<file path="config.mk">
export PLATFORM = sky130hd
export DESIGN_NAME = pch_cfg_top
export DESIGN_NICKNAME = d
export VERILOG_FILES = /design/src/core/pch_pkg.sv /design/src/core/pch_rom_if.sv /design/src/core/pch_rom_decode.sv /design/src/core/pch_cfg_top.sv
export VERILOG_INCLUDE_DIRS = /design/src /design/src/core
export SDC_FILE = /design/constraint.sdc
export NUM_CORES = 1
export LEC_CHECK = 0
export ABC_CLOCK_PERIOD_IN_PS = 3550
export BUFFER_PORTS_ARGS = -buffer_cell sky130_fd_sc_hd__buf_2
export CORE_ASPECT_RATIO = 2
export CORE_MARGIN = 2
export CORE_UTILIZATION = 44
export CTS_BUF_LIST = sky130_fd_sc_hd__clkbuf_8
export DETAILED_ROUTE_END_ITERATION = 8
export PLACE_DENSITY_LB_ADDON = 0.12
export SKIP_LAST_GASP = 1
export SYNTH_ARGS = -nofsm -noshare
export SYNTH_HDL_FRONTEND = slang
export SYNTH_SLANG_ARGS = --single-unit
</file>
<file path="constraint.sdc">
create_clock -name clk -period 3.55 [get_ports clk]
set_input_delay 0.5325 -clock clk [delete_from_list [all_inputs] [get_ports clk]]
set_output_delay 0.5325 -clock clk [all_outputs]
set_load 0.05 [all_outputs]
</file>
<file path="src/core/pch_defines.svh">
`ifndef PCH_DEFINES_SVH
`define PCH_DEFINES_SVH

// Configuration byte offsets
`define PCH_OFF_DEVID 8'h02
`define PCH_OFF_HDR 8'h0e
`define PCH_OFF_ROM 8'h30
`define PCH_OFF_PWR 8'h57
`define PCH_WORD_MASK 8'hfc

// Fixed read values
`define PCH_HDR_KIND 8'h00
`define PCH_PWR_RESERVED 8'h00
`define PCH_UNMAPPED 32'h0000_0000
`define PCH_ROM_RSVD_READ 14'h0000

// Power data selector: codes from this one upward are reserved
`define PCH_PWR_SEL_LIMIT 4'h8

// Expansion ROM register reset values
`define PCH_ROM_EN_RESET 1'b0
`define PCH_ROM_BASE_RESET 17'h0_0000

`endif

</file>
<file path="src/core/pch_pkg.sv">
package pch_pkg;

  // Register state of the configuration top
  typedef struct packed {
    logic cfg_ack;
    logic [31:0] cfg_rdata;
    logic rom_en;
    logic [16:0] rom_base;
  } pch_top_state_t;

  // Registered outcome of the ROM window decoder
  typedef struct packed {
    logic decode_en;
    logic hit;
  } pch_dec_state_t;

endpackage

</file>
<file path="src/core/pch_rom_if.sv">
`timescale 1ns/1ps
`default_nettype none

interface pch_rom_if;
  logic [16:0] base;
  logic en;
  logic size_sel;
  logic mem_space;
  logic d0;
  logic mem_req;
  logic [31:0] mem_addr;
  logic decode_en;
  logic hit;

  modport cfg (
    output base, en, size_sel, mem_space, d0, mem_req, mem_addr,
    input decode_en, hit
  );

  modport dec (
    input base, en, size_sel, mem_space, d0, mem_req, mem_addr,
    output decode_en, hit
  );
endinterface // pch_rom_if

`default_nettype wire

</file>
<file path="src/core/pch_rom_decode.sv">
`timescale 1ns/1ps
`default_nettype none

module pch_rom_decode (
  // Clock and reset
  input wire logic clk,
  input wire logic rst,
  // ROM window control and memory address phase
  pch_rom_if.dec ifc
);

  pch_pkg::pch_dec_state_t st;
  pch_pkg::pch_dec_state_t next_st;
  logic gate;
  logic upper_match;

  //////////////////////////////////////////////////////////////////////////
  always_comb begin
    // [RULE5] ROM decode gating
    // [RULE10] Needs D0 too
    gate = ifc.en && ifc.mem_space && ifc.d0;
    upper_match = ifc.mem_addr[31:16] == ifc.base[16:1];
    next_st.decode_en = gate;
    // [RULE4] Disabled means no claim
    // Small window compares bit 15 too; large window ignores it
    next_st.hit = gate && ifc.mem_req && upper_match &&
      (ifc.size_sel || (ifc.mem_addr[15] == ifc.base[0]));
  end

  always_ff @(posedge clk) begin
    if (rst) begin
      st <= '0;
    end else begin
      st <= next_st;
    end
  end

  assign ifc.decode_en = st.decode_en;
  assign ifc.hit = st.hit;
endmodule // pch_rom_decode

`default_nettype wire

</file>
<file path="src/core/pch_cfg_top.sv">
// Behaviour
// [RULE1] Power byte: figure for 0-7, else zero
// [RULE2] Software scales power byte by scale field
// [RULE3] Fixed 16-bit identifier at offset 0x02
// [RULE4] ROM enable clear: no ROM decoding
// [RULE5] ROM decode needs enable and memory space
// [RULE6] Size select clear: bits 31-15 writable
// [RULE7] Size select set: bit 15 held zero
// [RULE8] Reserved ROM bits 14-1 ignored, read zero
// [RULE9] Header byte at 0x0E reads zero
// [RULE10] ROM decode also requires D0 state
// [RULE11] Access by configuration cycles; read-only ignores writes
`timescale 1ns/1ps
`default_nettype none
`include "pch_defines.svh"

module pch_cfg_top #(
  // Identifier value is arbitrary
  parameter logic [15:0] DEVICE_ID = 16'h5a5a,
  // Power figures for selector codes 7..0, one byte each, low code lowest
  parameter logic [63:0] POWER_FIGURES = 64'h0000_0000_0000_0000
) (
  // Clock and reset
  input wire logic clk,
  input wire logic rst,
  // Configuration cycle port
  input wire logic cfg_req,
  input wire logic cfg_we,
  input wire logic [7:0] cfg_addr,
  input wire logic [3:0] cfg_be,
  input wire logic [31:0] cfg_wdata,
  output logic cfg_ack,
  output logic [31:0] cfg_rdata,
  // Bits held by neighbouring registers
  input wire logic memory_space_enable,
  input wire logic power_state_d0,
  input wire logic rom_size_select,
  input wire logic [3:0] power_data_select,
  // Expansion ROM memory address phase
  input wire logic mem_req,
  input wire logic [31:0] mem_addr,
  output logic rom_window_open,
  output logic rom_claim
);

  pch_pkg::pch_top_state_t st;
  pch_pkg::pch_top_state_t next_st;
  pch_rom_if rom_ifc ();

  logic hit_devid;
  logic hit_hdr;
  logic hit_rom;
  logic hit_pwr;
  logic [7:0] power_byte;
  logic [5:0] fig_idx;

  //////////////////////////////////////////////////////////////////////////
  // Word-aligned address compare
  function automatic logic word_hit(input logic [7:0] addr,
                                    input logic [7:0] off);
    word_hit = (addr & `PCH_WORD_MASK) == (off & `PCH_WORD_MASK);
  endfunction

  always_comb begin
    hit_devid = word_hit(cfg_addr, `PCH_OFF_DEVID);
    hit_hdr = word_hit(cfg_addr, `PCH_OFF_HDR);
    hit_rom = word_hit(cfg_addr, `PCH_OFF_ROM);
    hit_pwr = word_hit(cfg_addr, `PCH_OFF_PWR);
  end

  //////////////////////////////////////////////////////////////////////////
  // Power readout byte
  always_comb begin
    fig_idx = {power_data_select[2:0], 3'b000};
    // [RULE1] Selector picks figure
    if (power_data_select < `PCH_PWR_SEL_LIMIT) begin
      power_byte = POWER_FIGURES[fig_idx +: 8];
    end else begin
      power_byte = `PCH_PWR_RESERVED;
    end
  end

  //////////////////////////////////////////////////////////////////////////
  // Next state: read answer and ROM register writes
  always_comb begin
    next_st = st;
    next_st.cfg_ack = cfg_req;
    next_st.cfg_rdata = `PCH_UNMAPPED;

    // [RULE11] Reads by configuration cycle
    if (cfg_req && !cfg_we) begin
      if (hit_devid) begin
        // [RULE3] Fixed identifier word
        next_st.cfg_rdata[31:16] = DEVICE_ID;
      end else if (hit_hdr) begin
        // [RULE9] Single-function header kind
        next_st.cfg_rdata[23:16] = `PCH_HDR_KIND;
      end else if (hit_rom) begin
        // [RULE8] Reserved bits read zero
        next_st.cfg_rdata = {st.rom_base, `PCH_ROM_RSVD_READ, st.rom_en};
      end else if (hit_pwr) begin
        next_st.cfg_rdata[31:24] = power_byte;
      end
    end

    // [RULE11] Only ROM register takes writes
    if (cfg_req && cfg_we && hit_rom) begin
      if (cfg_be[0]) begin
        next_st.rom_en = cfg_wdata[0];
      end
      // [RULE6] Bit 15 writable when small
      if (cfg_be[1] && !rom_size_select) begin
        next_st.rom_base[0] = cfg_wdata[15];
      end
      if (cfg_be[2]) begin
        next_st.rom_base[8:1] = cfg_wdata[23:16];
      end
      if (cfg_be[3]) begin
        next_st.rom_base[16:9] = cfg_wdata[31:24];
      end
    end

    // [RULE7] Large window holds bit 15
    if (rom_size_select) begin
      next_st.rom_base[0] = 1'b0;
    end
  end

  always_ff @(posedge clk) begin
    if (rst) begin
      st.cfg_ack <= 1'b0;
      st.cfg_rdata <= `PCH_UNMAPPED;
      st.rom_en <= `PCH_ROM_EN_RESET;
      st.rom_base <= `PCH_ROM_BASE_RESET;
    end else begin
      st <= next_st;
    end
  end

  assign cfg_ack = st.cfg_ack;
  assign cfg_rdata = st.cfg_rdata;

  //////////////////////////////////////////////////////////////////////////
  // Expansion ROM window decoder
  assign rom_ifc.base = st.rom_base;
  assign rom_ifc.en = st.rom_en;
  assign rom_ifc.size_sel = rom_size_select;
  assign rom_ifc.mem_space = memory_space_enable;
  assign rom_ifc.d0 = power_state_d0;
  assign rom_ifc.mem_req = mem_req;
  assign rom_ifc.mem_addr = mem_addr;

  pch_rom_decode u_rom_decode (
    .clk (clk),
    .rst (rst),
    .ifc (rom_ifc.dec)
  );

  assign rom_window_open = rom_ifc.decode_en;
  assign rom_claim = rom_ifc.hit;
endmodule // pch_cfg_top

`default_nettype wire

</file>
==> results of run 1 <==
[path summary, 6_finish.rpt]
path	from	end	cells past startpoint
max	cfg_addr[3]	rom_ifc.base[3]$_SDFFE_PP0P_	5
min	rom_size_select	rom_ifc.base[0]$_SDFFE_PP0P_	2
max reg2reg	rom_ifc.base[13]$_SDFFE_PP0P_	u_rom_decode.ifc.hit$_SDFF_PP0_	4
min reg2reg	rom_ifc.en$_SDFFE_PP0P_	cfg_rdata[0]$_SDFF_PP0_	1
[worst register-to-register path, cell delays in order, from the launching register on]
cell and delay, ps:
sky130_fd_sc_hd__dfxtp_1 340, sky130_fd_sc_hd__xor2_1 160, sky130_fd_sc_hd__nor4_1 350, sky130_fd_sc_hd__nand3_1 140
sky130_fd_sc_hd__nor4_1 310
[report_power, final]
group / total [mW] / internal, mW / switching (mW)
clock network: 0.373 / 0.227 / 0.145
logic: 0.0873 / 0.0286 / 0.0587
registers: 0.439 / 0.438 / 0.000349
total: 0.898 / 0.694 / 0.204
[state kept, by name, indices dropped and copies added, names as in the netlist]
name	flops
rom_ifc.en	1
rom_ifc.base	17
cfg_ack	1
u_rom_decode.ifc.decode_en	1
u_rom_decode.ifc.hit	1
cfg_rdata	18
[Yosys cell counts, types with 2 or more instances]
master                     instances
sky130_fd_sc_hd__mux2i_1          18
sky130_fd_sc_hd__nor2_1           17
sky130_fd_sc_hd__xor2_1           13
sky130_fd_sc_hd__a21o_1            8
sky130_fd_sc_hd__nor4_1            4
sky130_fd_sc_hd__dfxtp_1          39
sky130_fd_sc_hd__nand3_2           2
sky130_fd_sc_hd__and2_1           10
sky130_fd_sc_hd__buf_4            14
sky130_fd_sc_hd__xnor2_1           4
sky130_fd_sc_hd__nand3_1           4
sky130_fd_sc_hd__clkbuf_1          3
[area by class of cell]
| cell class | count | area (µm²) | area share (%) |
|---|---|---|---|
| multi-input cells | 104 | 752 | 36.2 |
| well taps | 49 | 61.3 | 2.95 |
| clock inverters | 2 | 35.0 | 1.69 |
| clock buffers | 6 | 82.6 | 3.98 |
| flip-flops and latches | 39 | 781 | 37.6 |
| repair buffers | 73 | 365 | 17.6 |
[metal layers]
layer | global-route usage (%) | vias up | wire length [µm]
met5 | 0 | - | 0
met1 | 17.6 | 570 | 1200
met4 | 8.59 | 0 | 85
met3 | 4.40 | 8 | 220
li1 | - | 616 | -
met2 | 30.5 | 45 | 1920
[through the flow]
stage | setup WS, ps | cell area [µm²] | cells
floorplan | 1930 | 1660 | 161
global placement | 1640 | 1960 | 265
detailed placement | 1560 | 1960 | 265
CTS | 1870 | 2080 | 273
global route | 1730 | 2080 | 273
finish | 1900 | 2080 | 273
[cell families after synthesis]
group	after synthesis	share of synthesized area (%)
and+or+nand+nor	46	18.8
DFF	39	48.4
muxes	18	11.2
other	1	0.233
buffers and inverters	18	7.92
AOI/OAI and AO/OA	9	4.19
xor gates and xnor gates	17	9.24
==> impl_summary.log, run 1 <==
INFO  metric core = 3570 µm²
INFO  metric cts.root.buffer_cell = sky130_fd_sc_hd__clkbuf_8
INFO  metric criticalPathCategory = in2reg
INFO  metric layout_common_cells = 73 x sky130_fd_sc_hd__buf_2, 39 x sky130_fd_sc_hd__dfxtp_1, 18 x sky130_fd_sc_hd__mux2i_1, 17 x sky130_fd_sc_hd__nor2_1, 14 x sky130_fd_sc_hd__conb_1
INFO  metric yosys_warnings = 0
INFO  metric crit_chain = buf_2 > nor4_4 > nand3_2 > mux2i_1 > nor2_1
INFO  metric critical_path.top_delay_family = simple AND/OR/NAND/NOR gates
INFO  metric floorplan.die.width = about 47 µm
INFO  metric cts_max_level = 2
INFO  metric finalHoldViolations = 0
INFO  metric fill_cells = ~350
INFO  metric postCtsHoldBufs = 0
INFO  metric layout_commonest_cell = sky130_fd_sc_hd__buf_2
INFO  metric hold_class = in2reg
INFO  metric timing.setup.tns = 0 ps
INFO  metric nNetsFinal = between 300 and 400
INFO  metric final_max_slew_viol_count = 0
INFO  metric max_freq = between 600 and 700 MHz
INFO  metric clk_transition_reported_paths = roughly 70 ps
INFO  metric routed-via-count = 1,239
INFO  metric synthesis.area_per_instance = 10.9 µm²
INFO  metric hold_slack_final = 424 ps
INFO  metric maxCapViolCount = 0
INFO  metric cp_max_fo = 8
INFO  metric setup.reg_to_reg.worst_slack = 2140 ps
INFO  metric grt_setup_unrepaired = false
INFO  metric cts.sinks = 39
INFO  metric start_util = 45.2%
INFO  metric critical-path-slowest-cell = sky130_fd_sc_hd__nor4_4
INFO  metric grt_max_degree = 21
INFO  metric yosys.cell_types.count = 24
INFO  metric status = complete, no violations
INFO  metric synth_top_cell_area_share = between 40% and 50%
INFO  metric finalClockSkew = 2.24 ps
INFO  metric wire_length_of_the_first_global_routing_pass = 5.06 mm
INFO  metric final_global_route_overflow_total = 0
INFO  metric worst_ep_required_time = 3710 ps
INFO  metric globalplace.congestion = 0.801
INFO  metric drive_above_1_share = 38.8%
INFO  metric synthArstFlopShare = 0%
INFO  metric drt-wirelength-per-cell = 12.5 µm
INFO  metric vias_in_the_first_global_route = approximately 1,200
INFO  metric finalCriticalPeriod = approximately 1700 ps
INFO  metric cp-start-kind = primary input
INFO  metric cts-buffers-inserted = 5
INFO  metric cts_tree = built
INFO  metric antenna_cells = 0
INFO  metric die_area = ~4200 µm²
INFO  metric post_cts.resized_instances = 0
INFO  metric synth.top_cells.by_area = sky130_fd_sc_hd__dfxtp_1 48%, sky130_fd_sc_hd__mux2i_1 11%, sky130_fd_sc_hd__xor2_1 7.1%, sky130_fd_sc_hd__buf_4 6.5%, sky130_fd_sc_hd__nor2_1 4.0%
INFO  metric seq_area_frac_synth = 48.4%
INFO  metric route.detailed.vias_per_inst = 4.54
INFO  metric synthCells = 148
INFO  metric core_rows = 31
INFO  metric critPathMaxStageDelay = about 480 ps
INFO  metric number_of_iterations_in_the_first_detailed_routing_pass = 3
INFO  metric timing.final.setup_violations = 0
INFO  metric leakagePower = about 1.2 nW
INFO  metric yosys_register_bits = 39
INFO  metric grt_antenna_before_repair = 0
INFO  metric ant_nets = 0
INFO  metric design_power_total = between 800 and 900 µW
INFO  metric worstSkewPairLatency = 280 ps
INFO  metric cellPowerDensity = 433 nW/µm²
INFO  metric die_height = 89.6 µm
INFO  metric syn_area = 1610 µm²
INFO  metric final_min_period_over_clock_period = 46.5%
INFO  metric vdd_drop_max = 0.278 mV
INFO  metric route.final.wire_length = 3.43 mm
INFO  metric portBuffers = 73
INFO  metric drt_iter0_drc = 12
INFO  metric worstPathBufferInverterCount = 1
INFO  metric areaGrowthSynthToFinish = 28.9%
INFO  metric fin_util = 58.2%
INFO  metric dp_hpwl = 2.70 mm
INFO  metric buffer_depth_of_the_longest_clock_path = 2
INFO  metric netlist.top_cell.by_area = sky130_fd_sc_hd__dfxtp_1
INFO  metric synth-main-ff-cell = sky130_fd_sc_hd__dfxtp_1
INFO  metric crit_path_end_kind = flop
INFO  metric synth_edf_count = 0
INFO  metric io-pin-count = 123
INFO  metric globalRouteTotalUtil = 17.2%
INFO  metric post_cts_setup_buffer_count = 0
INFO  metric arrival = 1810 ps
INFO  metric detail_route.drc_violations = 0
No activity file was read; power rests on OpenSTA's default activity.
==> run 2, diff against run 1 <==
--- a/config.mk
+++ b/config.mk
@@ -6,11 +6,11 @@
 export SDC_FILE = /design/constraint.sdc
 export NUM_CORES = 1
 export LEC_CHECK = 0
-export ABC_CLOCK_PERIOD_IN_PS = 3550
+export ABC_CLOCK_PERIOD_IN_PS = 1600
 export BUFFER_PORTS_ARGS = -buffer_cell sky130_fd_sc_hd__buf_2
 export CORE_ASPECT_RATIO = 2
 export CORE_MARGIN = 2
-export CORE_UTILIZATION = 44
+export CORE_UTILIZATION = 41
 export CTS_BUF_LIST = sky130_fd_sc_hd__clkbuf_8
 export DETAILED_ROUTE_END_ITERATION = 8
 export PLACE_DENSITY_LB_ADDON = 0.12
==> constraint.sdc (replaced) <==
create_clock -name clk -period 1.6 [get_ports clk]
set_input_delay 0.24 -clock clk [delete_from_list [all_inputs] [get_ports clk]]
set_output_delay 0.24 -clock clk [all_outputs]
set_load 0.05 [all_outputs]
==> run 2 against run 1 <==
Clock skew rose by 4.8 ps. Clock power increased by 73%. Register-to-register slack worse by 1900 ps. Flip-flop and latch count is the same. Non-clock buffer count increased by 5. Die area increased by 6.8%. Worst setup slack lost 1700 ps. Clock-buffer cell count is 1 lower. Via count grew 0.65%. Final cell count grew 2.6%. Critical endpoint is now u_rom_decode.ifc.hit$_SDFF_PP0_. Highest routed layer unchanged.
==> impl_summary.log, run 2 (synthesized netlist as in run 1, its figures left out) <==
INFO  metric drt-wirelength-per-cell = 12.6 µm (+0.38%)
INFO  metric vdd_drop_max = 0.579 mV (+110%)
INFO  metric worst_r2r_startpoint = rom_ifc.base[13]$_SDFFE_PP0P_
INFO  metric cp-start-kind = flop
INFO  metric globalplace.congestion = 0.775 (-3.3%)
INFO  metric finalCriticalPeriod = 1390 ps
INFO  metric final_max_slew_viol_count = 0 (unchanged)
INFO  metric cts-buffers-inserted = 5 (unchanged)
INFO  metric detail_route.drc_violations = 0 (unchanged)
INFO  metric postCtsHoldBufs = 0 (unchanged)
INFO  metric worstSkewPairLatency = 290 ps (about the same)
INFO  metric vias_in_the_first_global_route = 1,214 (+3.3%)
INFO  metric clk_transition_reported_paths = 80 ps (about the same)
INFO  metric post_cts_setup_buffer_count = 0 (unchanged)
INFO  metric criticalPathCategory = reg2reg
INFO  metric routed-via-count = 1,247 (+0.65%)
INFO  metric worst_ep_required_time = 1800 ps (-1910 ps)
INFO  metric route.detailed.vias_per_inst = 4.45 (-1.9%)
INFO  metric nNetsFinal = 316 (+1.6%)
INFO  metric drt_iter0_drc = 9 (-3)
INFO  metric status = complete, no violations
INFO  metric cts.sinks = 39 (unchanged)
INFO  metric arrival = 1590 ps (-220 ps)
INFO  metric die_area = 4480 µm² (+6.8%)
INFO  metric post_cts.resized_instances = 0 (unchanged)
INFO  metric crit_path_end_kind = flop
INFO  metric finalHoldViolations = 0 (unchanged)
INFO  metric cts_max_level = 2 (unchanged)
INFO  metric floorplan.die.width = 48.3 µm (+3.3%)
INFO  metric leakagePower = 1.24 nW (+0.45%)
INFO  metric start_util = 42.4% (-2.8 points)
INFO  metric io-pin-count = 123 (unchanged)
INFO  metric wire_length_of_the_first_global_routing_pass = 5.60 mm (+11%)
INFO  metric grt_setup_unrepaired = false
INFO  metric max_reg_flops = 18 (unchanged)
INFO  metric final_global_route_overflow_total = 0 (unchanged)
INFO  metric drive_above_1_share = 40.2% (+1.3 points)
INFO  metric die_height = 92.7 µm (+3.4%)
INFO  metric rr_worst_depth = 4 (unchanged)
INFO  metric dp_hpwl = 2.78 mm (+3.2%)
INFO  metric areaGrowthSynthToFinish = 30.4%
INFO  metric number_of_iterations_in_the_first_detailed_routing_pass = 3 (unchanged)
INFO  metric setup.worst_path.start = rom_ifc.base[13]$_SDFFE_PP0P_
INFO  metric grt_max_degree = 19 (-9.5%)
INFO  metric largest-register = cfg_rdata
INFO  metric cts.root.buffer_cell = sky130_fd_sc_hd__clkbuf_8
INFO  metric core = 3800 µm² (+6.6%)
INFO  metric route.final.wire_length = 3.53 mm (+2.9%)
INFO  metric cts_tree = built
INFO  metric buffer_depth_of_the_longest_clock_path = 2 (unchanged)
INFO  metric layout_commonest_cell = sky130_fd_sc_hd__buf_2
INFO  metric hold_slack_final = 128 ps (-295 ps)
INFO  metric setup.reg_to_reg.worst_slack = 210 ps (-1930 ps)
INFO  metric final_min_period_over_clock_period = 87.1%
INFO  metric grt_antenna_before_repair = 0 (unchanged)
INFO  metric timing.final.setup_violations = 0 (unchanged)
INFO  metric finalClockSkew = 7.00 ps (+4.76 ps)
INFO  metric layout_common_cells = 73 x sky130_fd_sc_hd__buf_2, 39 x sky130_fd_sc_hd__dfxtp_1, 18 x sky130_fd_sc_hd__mux2i_1, 17 x sky130_fd_sc_hd__nor2_1, 14 x sky130_fd_sc_hd__conb_1
INFO  metric ant_nets = 0 (unchanged)
INFO  metric fill_cells = 391 (+10%)
INFO  metric core_rows = 32 (+3.2%)
INFO  metric maxCapViolCount = 0 (unchanged)
INFO  metric cp_max_fo = 3 (-5)
INFO  metric worstSetupEndpoint = u_rom_decode.ifc.hit$_SDFF_PP0_
INFO  metric globalRouteTotalUtil = 16.4% (-0.77 points)
INFO  metric cellPowerDensity = 864 nW/µm² (+100%)
INFO  metric timing.setup.tns = 0 ps (unchanged)
INFO  metric portBuffers = 73 (unchanged)
INFO  metric design_power_total = 1.81 mW (+100%)
INFO  metric hold_class = in2reg
INFO  metric r2r_end = u_rom_decode.ifc.hit$_SDFF_PP0_
INFO  metric antenna_cells = 0 (unchanged)
INFO  metric max_freq = 718 MHz
-- run 2: cell count changes in the layout (fill, tap and decap cells not counted) --
cell	previous run	this run
sky130_fd_sc_hd__clkbuf_8	6	5
sky130_fd_sc_hd__bufinv_16	1	0
sky130_fd_sc_hd__buf_12	0	1
sky130_fd_sc_hd__clkinvlp_4	0	2
sky130_fd_sc_hd__buf_4	0	4
-- run 2: worst max-delay path, stage by stage (launching register included) --
cell and delay, ps:
sky130_fd_sc_hd__dfxtp_1 340, sky130_fd_sc_hd__xor2_1 170, sky130_fd_sc_hd__nor4_1 380, sky130_fd_sc_hd__nand3_1 150, sky130_fd_sc_hd__nor4_1 260
-- run 2: area by class of cell --
type,instances,area [µm²],share of cell area (%)
clock inverters,3,20.0,0.953
multi-input cells,104,752,35.8
repair buffers,78,415,19.8
flip-flops and latches,39,781,37.2
well taps,51,63.8,3.04
clock buffers,5,68.8,3.28
-- run 2: how the worst min path moves through the flow --
stage                          startpoint                           end  slack (ps)  cells past startpoint
after global routing      rom_size_select  rom_ifc.base[0]$_SDFFE_PP0P_         110                      2
after detailed placement  rom_size_select  rom_ifc.base[0]$_SDFFE_PP0P_         430                      2
after floorplan           rom_size_select  rom_ifc.base[0]$_SDFFE_PP0P_         320                      1
final                     rom_size_select  rom_ifc.base[0]$_SDFFE_PP0P_         130                      2
after CTS                 rom_size_select  rom_ifc.base[0]$_SDFFE_PP0P_         120                      2
after global placement    rom_size_select  rom_ifc.base[0]$_SDFFE_PP0P_         420                      2
-- run 2: per-layer routing --
| metal | share of wire (%) | track usage (%) |
|---|---|---|
| met1 | 36 | 17.6 |
| met2 | 56 | 28.0 |
| met3 | 5.4 | 5.32 |
| met4 | 2.6 | 9.29 |
| met5 | 0 | 0 |
-- run 2: power breakdown --
group	internal, mW	total (mW)	switching, mW
registers	0.972	0.973	0.000803
logic	0.0662	0.196	0.130
clock network	0.303	0.646	0.343
-- run 2: stage by stage --
step | setup WS, ps | utilization, % | area [µm²] | instances
3_3_place_gp | 216 | 52.9 | 2010 | 272
3_5_place_dp | 183 | 52.9 | 2010 | 272
6_report | 206 | 55.2 | 2100 | 280
4_1_cts | 194 | 55.2 | 2100 | 280
2_1_floorplan | 271 | - | 1660 | 161
5_1_grt | 143 | 55.2 | 2100 | 280
==> run 3, diff against run 2 <==
--- a/config.mk
+++ b/config.mk
@@ -10,11 +10,12 @@
 export BUFFER_PORTS_ARGS = -buffer_cell sky130_fd_sc_hd__buf_2
 export CORE_ASPECT_RATIO = 2
 export CORE_MARGIN = 2
-export CORE_UTILIZATION = 41
-export CTS_BUF_LIST = sky130_fd_sc_hd__clkbuf_8
+export CORE_UTILIZATION = 39
+export CTS_BUF_LIST = sky130_fd_sc_hd__clkbuf_16
 export DETAILED_ROUTE_END_ITERATION = 8
 export PLACE_DENSITY_LB_ADDON = 0.12
 export SKIP_LAST_GASP = 1
+export SLEW_MARGIN = 20
 export SYNTH_ARGS = -nofsm -noshare
 export SYNTH_HDL_FRONTEND = slang
 export SYNTH_SLANG_ARGS = --single-unit
==> run 3 against run 2 <==
Critical path type unchanged. Largest cell class unchanged. Highest routed layer unchanged. Cell area up 2.0%. Maximum frequency up 5.6%. Sequential power about the same. Via count down 0.48%. Worst setup slack better by 74 ps. Hold slack better by 13 ps.
==> impl_summary.log, run 3 (synthesized netlist as in run 1, its figures left out) <==
INFO  metric clk_transition_reported_paths = 50 ps (-30 ps)
INFO  metric dp_hpwl = 2.69 mm (-3.1%)
INFO  metric finalCriticalPeriod = 1320 ps (-73.6 ps)
INFO  metric globalRouteTotalUtil = 15.6% (-0.83 points)
INFO  metric layout_commonest_cell = sky130_fd_sc_hd__buf_2
INFO  metric worstSkewPairLatency = 270 ps (-20 ps)
INFO  metric route.final.wire_length = 3.55 mm (+0.54%)
INFO  metric crit_chain = xor2_1 > nor4_1 > nand3_1 > nor4_1
INFO  metric cp_max_fo = 3 (unchanged)
INFO  metric cellPowerDensity = 960 nW/µm² (+11%)
INFO  metric io-pin-count = 123 (unchanged)
INFO  metric cts_tree = built
INFO  metric final_area = 2140 µm² (+2.0%)
INFO  metric grt_antenna_before_repair = 0 (unchanged)
INFO  metric post_cts_setup_buffer_count = 0 (unchanged)
INFO  metric cts-buffers-inserted = 5 (unchanged)
INFO  metric timing.setup.tns = 0 ps (unchanged)
INFO  metric postCtsHoldBufs = 0 (unchanged)
INFO  metric buffer_depth_of_the_longest_clock_path = 2 (unchanged)
INFO  metric max_reg_flops = 18 (unchanged)
INFO  metric start_util = 39.8% (-2.5 points)
INFO  metric antenna_cells = 0 (unchanged)
INFO  metric critical_path_most_common_cell = sky130_fd_sc_hd__nor4_1
INFO  metric cp-start-kind = flop
INFO  metric hold_slack_final = 142 ps (+13.4 ps)
INFO  metric areaGrowthSynthToFinish = 32.9%
INFO  metric detail_route.drc_violations = 0 (unchanged)
INFO  metric floorplan.die.width = 49.5 µm (+2.3%)
INFO  metric grt_setup_unrepaired = false
INFO  metric seqPwrFrac = 47.4% (-6.2 points)
INFO  metric leakagePower = 1.27 nW (+2.2%)
INFO  metric met2RoutedLength = 1.98 mm (+0.20%)
INFO  metric route.detailed.vias_per_inst = 4.45 (-0.12%)
INFO  metric power.net_switching = 463 µW (-2.3%)
INFO  metric final_min_period_over_clock_period = 82.5% (-4.6 points)
INFO  metric final_global_route_overflow_total = 0 (unchanged)
INFO  metric vias_in_the_first_global_route = 1,212 (-0.16%)
INFO  metric grt_max_degree = 19 (unchanged)
INFO  metric wire_length_of_the_first_global_routing_pass = 5.39 mm (-3.7%)
INFO  metric crit_path_end_kind = flop
INFO  metric cts_max_level = 2 (unchanged)
INFO  metric design_power_total = 2.06 mW (+13%)
INFO  metric layout_common_cells = 73 x sky130_fd_sc_hd__buf_2, 39 x sky130_fd_sc_hd__dfxtp_1, 18 x sky130_fd_sc_hd__mux2i_1, 17 x sky130_fd_sc_hd__nor2_1, 14 x sky130_fd_sc_hd__conb_1
INFO  metric critPathMaxStageDelay = 340 ps (-40 ps)
INFO  metric vdd_drop_max = 0.768 mV (+33%)
INFO  metric worst_ep_required_time = 1790 ps (about the same)
INFO  metric power.share.switching = 22.5% (-3.6 points)
INFO  metric cts.root.buffer_cell = sky130_fd_sc_hd__clkbuf_16
INFO  metric drt_iter0_drc = 10 (+1)
INFO  metric maxUsedRoutingLayer = met4
INFO  metric die_height = 94.9 µm (+2.4%)
INFO  metric fill_cells = 440 (+13%)
INFO  metric post_cts.resized_instances = 0 (unchanged)
INFO  metric power_frac_comb = 9.6% (-1.2 points)
INFO  metric finalClockSkew = 2.39 ps (-4.61 ps)
INFO  metric hold_class = in2reg
INFO  metric core = 4050 µm² (+6.4%)
INFO  metric criticalPathCategory = reg2reg
INFO  metric status = complete, no violations
INFO  metric routed-via-count = 1,241 (-0.48%)
INFO  metric largest-register = cfg_rdata
INFO  metric nNetsFinal = 316 (unchanged)
INFO  metric max_freq = 758 MHz (+5.6%)
INFO  metric cell_internal_pwr = 1.59 mW (+19%)
INFO  metric maxCapViolCount = 0 (unchanged)
INFO  metric ant_nets = 0 (unchanged)
INFO  metric number_of_iterations_in_the_first_detailed_routing_pass = 3 (unchanged)
INFO  metric portBuffers = 73 (unchanged)
INFO  metric p_clk_share = 42.9% (+7.3 points)
INFO  metric post_dp_cell_area = 2010 µm² (about the same)
INFO  metric finalHoldViolations = 0 (unchanged)
INFO  metric core_rows = 33 (+3.1%)
INFO  metric timing.final.setup_violations = 0 (unchanged)
INFO  metric route.layer.met1.wl = 1.25 mm (-1.2%)
INFO  metric drt-wirelength-per-cell = 12.7 µm (+0.90%)
INFO  metric die_area = 4690 µm² (+4.8%)
INFO  metric globalplace.congestion = 0.743 (-4.2%)
INFO  metric final_max_slew_viol_count = 0 (unchanged)
INFO  metric arrival = 1510 ps (-80 ps)
INFO  metric critical-path-slowest-cell = sky130_fd_sc_hd__nor4_1
INFO  metric met3WireLength = 219 µm (+14%)
INFO  metric drive_above_1_share = 39.2% (-0.97 points)
INFO  metric cts.sinks = 39 (unchanged)
run 3: final timing paths:
check / endpoint / slack [ps] / from / depth (start not counted)
max: u_rom_decode.ifc.hit$_SDFF_PP0_ / 280 / rom_ifc.base[13]$_SDFFE_PP0P_ / 4
min: rom_ifc.base[0]$_SDFFE_PP0P_ / 140 / rom_size_select / 2
max reg2reg: u_rom_decode.ifc.hit$_SDFF_PP0_ / 280 / rom_ifc.base[13]$_SDFFE_PP0P_ / 4
min reg2reg: cfg_rdata[0]$_SDFF_PP0_ / 480 / rom_ifc.en$_SDFFE_PP0P_ / 1
run 3: layout make-up:
class / count / area (µm²) / area share [%]
multi-input cells: 104 / 752 / 35.1
well taps: 52 / 65.1 / 3.04
clock inverters: 1 / 3.75 / 0.175
repair buffers: 78 / 415 / 19.4
flip-flops and latches: 39 / 781 / 36.4
clock buffers: 5 / 125 / 5.84
run 3: layer usage:
layer,track usage (%),up-vias
met5,0,-
met4,9.03,0
met3,4.43,7
met2,28.4,47
met1,15.4,564
li1,-,623
run 3: through the flow:
stage / setup WS [ps] / instances / utilization [%]
6_report: 280 / 279 / 52.9
5_1_grt: 130 / 279 / 52.9
4_1_cts: 245 / 279 / 52.9
3_5_place_dp: 173 / 273 / 49.8
3_3_place_gp: 213 / 273 / 49.8
2_1_floorplan: 271 / 161 / -
run 3: power by group through the flow:
| stage | combinational (mW) | clock (mW) | sequential (mW) |
|---|---|---|---|
| after CTS | 0.200 | 0.903 | 0.975 |
| after detailed placement | 0.199 | 0 | 0.996 |
| after floorplan | 0.134 | 0 | 1.00 |
| after global placement | 0.196 | 0 | 0.995 |
| final | 0.198 | 0.883 | 0.975 |
| after global routing | 0.213 | 0.942 | 0.975 |
run 3: worst max-delay path: cells and delay by family, from the launching register on:
| family | cells | cell delay, ps |
|---|---|---|
| flops | 1 | 330 |
| simple gates | 3 | 740 |
| xor+xnor | 1 | 160 |
